**config.mk**
```make
export PLATFORM = sky130hd
export DESIGN_NAME = dmcr_regs
export DESIGN_NICKNAME = d
export VERILOG_FILES = /design/src/dmcr_pkg.sv /design/src/dmcr_sync.sv /design/src/dmcr_regs.sv
export SDC_FILE = /design/constraint.sdc
export NUM_CORES = 1
export LEC_CHECK = 0
export BUFFER_PORTS_ARGS = -buffer_cell sky130_fd_sc_hd__buf_4
export CAP_MARGIN = 30
export CORE_ASPECT_RATIO = 2
export CORE_MARGIN = 2
export CORE_UTILIZATION = 53
export DETAILED_ROUTE_END_ITERATION = 10
export GPL_ROUTABILITY_DRIVEN = 0
export PLACE_DENSITY_LB_ADDON = 0.3
export SYNTH_ARGS = -nofsm -noshare
export SYNTH_HDL_FRONTEND = slang
export SYNTH_SLANG_ARGS = --single-unit
```
**constraint.sdc**
```tcl
create_clock -name core_clk -period 4.1 [get_ports core_clk]
set_input_delay 0.41 -clock core_clk [delete_from_list [all_inputs] [get_ports core_clk]]
set_output_delay 0.41 -clock core_clk [all_outputs]
set_load 0.05 [all_outputs]
```
**src/dmcr_pkg.sv**
```systemverilog
// Constants, field layouts and carrier types of the decoder misc registers.
// Assumes an 8-bit register port with a byte address, on core_clk.
package dmcr_pkg;
    localparam logic [7:0] ADDR_CAPTION_DATA = 8'h1D;
    localparam logic [7:0] ADDR_WC_DOWN = 8'h1E;
    localparam logic [7:0] ADDR_SW_RESET = 8'h1F;
    localparam logic [7:0] ADDR_PROG_IO = 8'h3F;
    localparam logic [7:0] WC_DOWN_RESET = 8'h7F;
    localparam logic [7:0] PROG_IO_RESET = 8'h00;
    localparam logic [7:0] READ_UNDEFINED = 8'h00;
    localparam int NOISE_REJECT_BIT = 7;
    localparam int PER_FRAME_BIT = 6;
    localparam int STEP_LSB = 0;
    localparam int STEP_W = 6;
    localparam int IO_W = 4;
    localparam int IN_LSB = 4;
    localparam int SYNC_STAGES = 3;
    localparam int ACC_W = 16;
    localparam logic [3:0] OUT_FORCED = 4'hF;

    // Register port access
    typedef struct packed {
        logic rd;
        logic wr;
        logic [7:0] addr;
        logic [7:0] wdata;
    } dmcr_req_t;

    // Caption word from the line slicer
    typedef struct packed {
        logic valid;
        logic [15:0] word;
    } dmcr_caption_t;
endpackage

```
**src/dmcr_sync.sv**
```systemverilog
// Input synchroniser chain for the asynchronous video data pins.
// Assumes pins come from outside core_clk.
// A change is accepted once stages 2 and 3 agree.
`timescale 1ns/1ns
module dmcr_sync #(
    parameter int W = 4
) (
    // Clock and reset
    input wire logic core_clk,
    input wire logic rst,
    // Pins and result
    input wire logic [W-1:0] pin_async,
    output logic [W-1:0] pin_sync
);
    logic [W-1:0] s1_q;
    logic [W-1:0] s2_q;
    logic [W-1:0] s3_q;
    logic [W-1:0] out_q;
    wire [W-1:0] agree = ~(s2_q ^ s3_q);
    wire [W-1:0] out_d = (agree & s3_q) | (~agree & out_q);

    // First stage is read only by the second
    always_ff @(posedge core_clk or posedge rst) begin
        if (rst) begin
            s1_q <= '0;
            s2_q <= '0;
            s3_q <= '0;
            out_q <= '0;
        end else begin
            s1_q <= pin_async;
            s2_q <= s1_q;
            s3_q <= s2_q;
            out_q <= out_d;
        end
    end

    assign pin_sync = out_q;
endmodule

```
**src/dmcr_regs.sv**
```systemverilog
// Misc control register bank: caption byte, white crush down count,
// software reset trigger and programmable I/O on the low video pins.
// Assumes a one-cycle rd or wr strobe on core_clk, and field/frame
// events and caption words produced by decoder logic on the same clock.
`timescale 1ns/1ns
module dmcr_regs (
    // Clock and reset
    input wire logic core_clk,
    input wire logic rst,
    // Register port
    input wire dmcr_pkg::dmcr_req_t req,
    output logic [7:0] rdata,
    output logic rvalid,
    // Decoder side
    input wire dmcr_pkg::dmcr_caption_t caption,
    input wire logic caption_next,
    input wire logic field_end,
    input wire logic frame_end,
    input wire logic [5:0] up_step_value,
    input wire logic output_width_select,
    output logic vertical_noise_reject,
    output logic [15:0] agc_reduction,
    output logic soft_reset,
    // Programmable I/O pins
    input wire logic [3:0] video_data_pins_in,
    output logic [3:0] video_data_pins_out,
    output logic [3:0] video_data_pins_oe_n
);
    logic [7:0] caption_q;
    logic [7:0] caption_d;
    logic caption_hi_q;
    logic [15:0] caption_word_q;
    logic [7:0] wc_down_q;
    logic [7:0] wc_down_d;
    logic [3:0] io_out_q;
    logic [3:0] io_out_d;
    logic [7:0] rdata_q;
    logic rvalid_q;
    logic [15:0] acc_q;
    logic [15:0] acc_d;
    logic [15:0] agc_q;
    logic srst_q;
    logic noise_q;
    logic [3:0] pin_out_q;
    logic [3:0] pin_oe_n_q;
    logic [3:0] in_sync;

    dmcr_sync #(.W(dmcr_pkg::IO_W)) u_sync (
        .core_clk(core_clk),
        .rst(rst),
        .pin_async(video_data_pins_in),
        .pin_sync(in_sync)
    );

    // Address decode
    wire hit_caption = req.addr == dmcr_pkg::ADDR_CAPTION_DATA;
    wire hit_wc = req.addr == dmcr_pkg::ADDR_WC_DOWN;
    wire hit_srst = req.addr == dmcr_pkg::ADDR_SW_RESET;
    wire hit_io = req.addr == dmcr_pkg::ADDR_PROG_IO;
    wire eight_bit = ~output_width_select;
    wire wr_wc = req.wr & hit_wc;
    wire wr_io = req.wr & hit_io & eight_bit;
    wire do_srst = req.wr & hit_srst;

    // Caption byte: low byte first, high byte on the next advance
    wire [7:0] cap_lo = caption.word[7:0];
    wire [7:0] cap_hi = caption_word_q[15:8];
    assign caption_d = caption.valid ? cap_lo :
                       (caption_next & ~caption_hi_q) ? cap_hi :
                       caption_q;

    assign wc_down_d = wr_wc ? req.wdata : wc_down_q;
    assign io_out_d = wr_io ? req.wdata[3:0] : io_out_q;

    // Down step: code 3F is -1, code 00 is -64, so step = code - 64
    // Ones above the code already make it code - 64 in two's complement
    wire [5:0] dn_code = wc_down_q[dmcr_pkg::STEP_LSB +: dmcr_pkg::STEP_W];
    wire [15:0] dn_step = {10'h3FF, dn_code};
    wire [15:0] up_step = {10'h000, up_step_value};
    wire per_frame = wc_down_q[dmcr_pkg::PER_FRAME_BIT];
    wire acc_tick = per_frame ? frame_end : field_end;
    assign acc_d = acc_tick ? acc_q + up_step + dn_step : acc_q;
    // Only net reduction is passed on; positive balance gives none
    wire [15:0] agc_d = acc_q[15] ? (~acc_q + 16'h0001) : 16'h0000;

    // Read mux; writes to caption and reads of reset address are benign
    wire [7:0] io_read = {in_sync, io_out_q};
    wire [7:0] rd_mux = hit_caption ? caption_q :
                        hit_wc ? wc_down_q :
                        hit_io ? io_read :
                        dmcr_pkg::READ_UNDEFINED;

    wire [3:0] pin_out_d = eight_bit ? io_out_q : dmcr_pkg::OUT_FORCED;

    always_ff @(posedge core_clk or posedge rst) begin
        if (rst) begin
            caption_q <= 8'h00;
            caption_hi_q <= 1'b0;
            caption_word_q <= 16'h0000;
        end else begin
            caption_q <= caption_d;
            caption_word_q <= caption.valid ? caption.word : caption_word_q;
            caption_hi_q <= caption.valid ? 1'b0 :
                            caption_next ? 1'b1 : caption_hi_q;
        end
    end

    // Software reset returns command registers to defaults next edge
    always_ff @(posedge core_clk or posedge rst) begin
        if (rst) begin
            wc_down_q <= dmcr_pkg::WC_DOWN_RESET;
            io_out_q <= dmcr_pkg::PROG_IO_RESET[3:0];
            acc_q <= 16'h0000;
        end else if (do_srst) begin
            wc_down_q <= dmcr_pkg::WC_DOWN_RESET;
            io_out_q <= dmcr_pkg::PROG_IO_RESET[3:0];
            acc_q <= 16'h0000;
        end else begin
            wc_down_q <= wc_down_d;
            io_out_q <= io_out_d;
            acc_q <= acc_d;
        end
    end

    always_ff @(posedge core_clk or posedge rst) begin
        if (rst) begin
            rdata_q <= 8'h00;
            rvalid_q <= 1'b0;
            agc_q <= 16'h0000;
            srst_q <= 1'b0;
            noise_q <= 1'b0;
            pin_out_q <= dmcr_pkg::OUT_FORCED;
            pin_oe_n_q <= 4'hF;
        end else begin
            rdata_q <= req.rd ? rd_mux : rdata_q;
            rvalid_q <= req.rd;
            agc_q <= agc_d;
            srst_q <= do_srst;
            noise_q <= wc_down_q[dmcr_pkg::NOISE_REJECT_BIT];
            pin_out_q <= pin_out_d;
            pin_oe_n_q <= 4'h0;
        end
    end

    assign rdata = rdata_q;
    assign rvalid = rvalid_q;
    assign agc_reduction = agc_q;
    assign soft_reset = srst_q;
    assign vertical_noise_reject = noise_q;
    assign video_data_pins_out = pin_out_q;
    assign video_data_pins_oe_n = pin_oe_n_q;
endmodule

```
==> flow_metrics.env <==
export IMPL_status="complete, no violations"
export IMPL_die_area_um2=9647
export IMPL_synth_warnings=0
export IMPL_diodes=0
export IMPL_path_delay_family="adder cells"
export IMPL_synth_distinct_cells=56
export IMPL_holdBufCountCts=0
export IMPL_cts_tree="done"
export IMPL_final_common_cell="buf_4"
export IMPL_worst_path_buf_inv=0
export IMPL_crit_top_cell="fa_1"
export IMPL_fin_hold_ws_ps=35.18
export IMPL_grt_pass1_wl_mm=18.29
export IMPL_clk_pin_slew_ps=60
export IMPL_cp_slowest_cell="dfstp_2"
export IMPL_antenna_found_initial=0
export IMPL_rows=48
export IMPL_r2r_slack_ps=1060
export IMPL_vdd_drop_max_v=0.0004932
export IMPL_clkSinkCount=93
export IMPL_clock_root_buffer="clkbuf_16"
export IMPL_slew_headroom_pct=34.83
export IMPL_wl_per_cell_um=17.87
export IMPL_vias_per_cell=5.720
export IMPL_synth_net_count=518
export IMPL_required_ps=4370
export IMPL_ys_seq_elements=93
export IMPL_r2r_end="acc_q[15]"
export IMPL_crit_chain="fa_1, ha_1, fa_1, a211oi_2, o21bai_2, o21ai_4, nor4_1, or3_1, a21oi_2, mux2i_1"
export IMPL_grt_max_degree=45
export IMPL_wl_mm=11.15
export IMPL_grt_pass1_vias=3828
export IMPL_internal_power_uw=2489
export IMPL_clockPowerShare_pct=21.8
export IMPL_critPathArrivalTime_ps=3310
export IMPL_async_flop_share_pct=100.0
export IMPL_final_cell_mix="buf_4 (87), dfrtp_1 (81), nand2_1 (33), nor2_1 (32), a21oi_1 (32)"
export IMPL_cp_slowest_stage_delay_ps=560
export IMPL_r2r_cells=10
export IMPL_path_max_fanout=4
export IMPL_utilization_pct=66.67
export IMPL_fmax_mhz=329.1
export IMPL_clock_tree_buffer_depth=2
export IMPL_setup_viol=0
export IMPL_layout_nets=600
export IMPL_grt_usage_pct=25.00
export IMPL_min_period_ps=3038
export IMPL_die_y_um=136.9
export IMPL_fin_area_um2=5725
export IMPL_grt_overflow=0
export IMPL_net_switching_power_uw=1661
export IMPL_io_buffers=85
export IMPL_syn_to_final_growth_pct=22.29
export IMPL_path_class="flip-flop to flip-flop"
export IMPL_yosysSeqAreaShare_pct=50.03
export IMPL_avgSynthCellArea_um2=10.71
export IMPL_synth_top_flop_cell="dfrtp_1"
export IMPL_cts_made_buffers=9
export IMPL_powerDensity_nw_per_um2=724.8
export IMPL_min_path_type="input pin to asynchronous set/reset pin"
export IMPL_leakagePower_uw=0.002701
export IMPL_dieWidth_um=70.46
export IMPL_start_util_pct=54.52
export IMPL_worst_setup_path_end_kind="flip-flop"
export IMPL_tns_ps=0
export IMPL_slew_violations=0
export IMPL_syn_inst=437
export IMPL_io_pins=86
export IMPL_antenna_left=0
export IMPL_dr_pass1_iters=4
export IMPL_hold_violations=0
export IMPL_postCtsSetupBuffers=0
export IMPL_drc=0
export IMPL_core_um2=8588
export IMPL_start_kind="flip-flop"
export IMPL_drive_gt1_share_pct=26.15
export IMPL_hpwl_mm=8.595
export IMPL_combPwrFrac_pct=46.7
export IMPL_drt_initial_drc_count=220
export IMPL_r2r_start="wc_down_q[1]"
export IMPL_skew_ps=5.232
export IMPL_rsz0062_at_grt="no"
export IMPL_total_power_uw=4150
export IMPL_worst_pin_slew_ps=975.5
export IMPL_startpoint="wc_down_q[1]"
export IMPL_vias=3569
export IMPL_synth_edf_count=0
export IMPL_period_share_pct=74.11
export IMPL_seqPwrFrac_pct=31.6
export IMPL_synth_area_um2=4682
export IMPL_post_cts_resize_count=0
export IMPL_switching_share_pct=40.02
export IMPL_clk_latency_ps=340
export IMPL_post_dp_cell_area_um2=5398
export IMPL_cts_htree_levels=3
export IMPL_max_cap_violations=0
==> Yosys cell counts (all sizes together) (7+ instances only) <==
cell / count / area share (%)
dfrtp: 81 / 43
mux2i: 14 / 3.0
fa: 7 / 3.0
and2: 12 / 1.7
xnor2: 15 / 2.8
o22a: 7 / 1.3
mux2: 9 / 2.2
nand2: 34 / 2.8
clkbuf: 11 / 0.88
dfstp: 12 / 6.7
and3: 7 / 0.94
o21ai: 30 / 3.4
nor2: 32 / 2.6
inv: 29 / 2.3
a21oi: 34 / 3.8
ha: 23 / 6.1
==> metrics by stage <==
step | setup slack [ps] | cells
final | 1062 | 624
after CTS | 1054 | 624
after global routing | 942.0 | 624
after detailed placement | 1015 | 608
after global placement | 1067 | 606
after floorplan | 1226 | 437
==> how the worst max path moves through the flow <==
stage                           end  cells after the start
after floorplan           acc_q[15]                     10
after global placement    acc_q[15]                     11
after detailed placement  acc_q[15]                     11
after CTS                 acc_q[15]                     10
after global routing      acc_q[15]                     10
final                     acc_q[15]                     10
==> sequential cells by signal (all words and copies together), names as in the netlist, 8 cells and up, named ones only <==
name / count
agc_reduction: 16
rdata: 8
acc_q: 16
caption_q: 8
caption_word_q: 8
wc_down_q: 8
==> cell type report <==
type	count	area, um2
tap	100	125.1
timing repair buffer	88	673.1
multi-input combinational	298	2147
sequential	93	2342
inverter	29	110.1
clock inverter	3	67.56
clock buffer	13	260.3
fill	675	2863
==> routing by layer <==
layer / vias to the layer above / wire (um) / GRT usage, %
li1: 1674 / - / -
met1: 1748 / 3668 / 24.43
met2: 116 / 6559 / 48.64
met3: 31 / 484 / 4.418
met4: 0 / 440 / 12.71
met5: - / 0 / 0
==> power groups by stage <==
| stage | clock network, uW | registers [uW] | logic (uW) |
|---|---|---|---|
| floorplan | 0 | 1520 | 1210 |
| global placement | 0 | 1320 | 1870 |
| detailed placement | 0 | 1330 | 1920 |
| CTS | 914 | 1310 | 1930 |
| global route | 960 | 1340 | 2120 |
| finish | 903 | 1310 | 1940 |
==> logic make-up (layout without fill, tap and decap cells) <==
family | Yosys count | after routing | share of synthesized area, %
AO/OA/AOI/OAI | 104 | 104 | 14.59
XOR/XNOR | 16 | 16 | 2.993
adder cells (fa/ha/maj) | 34 | 34 | 9.995
buffers and inverters | 46 | 133 | 4.115
flip-flops | 93 | 93 | 50.03
multiplexers | 23 | 23 | 5.158
other | 1 | 1 | 0.08009
AND/OR/NAND/NOR | 120 | 120 | 13.04
==> worst register-to-register path, stage by stage, from the launching register on <==
cell,delay (ps)
dfstp_2,560
fa_1,440
ha_1,240
fa_1,440
a211oi_2,250
o21bai_2,130
o21ai_4,160
nor4_1,80
or3_1,330
a21oi_2,150
mux2i_1,180
Note: power is estimated with default switching activity, not from simulation.
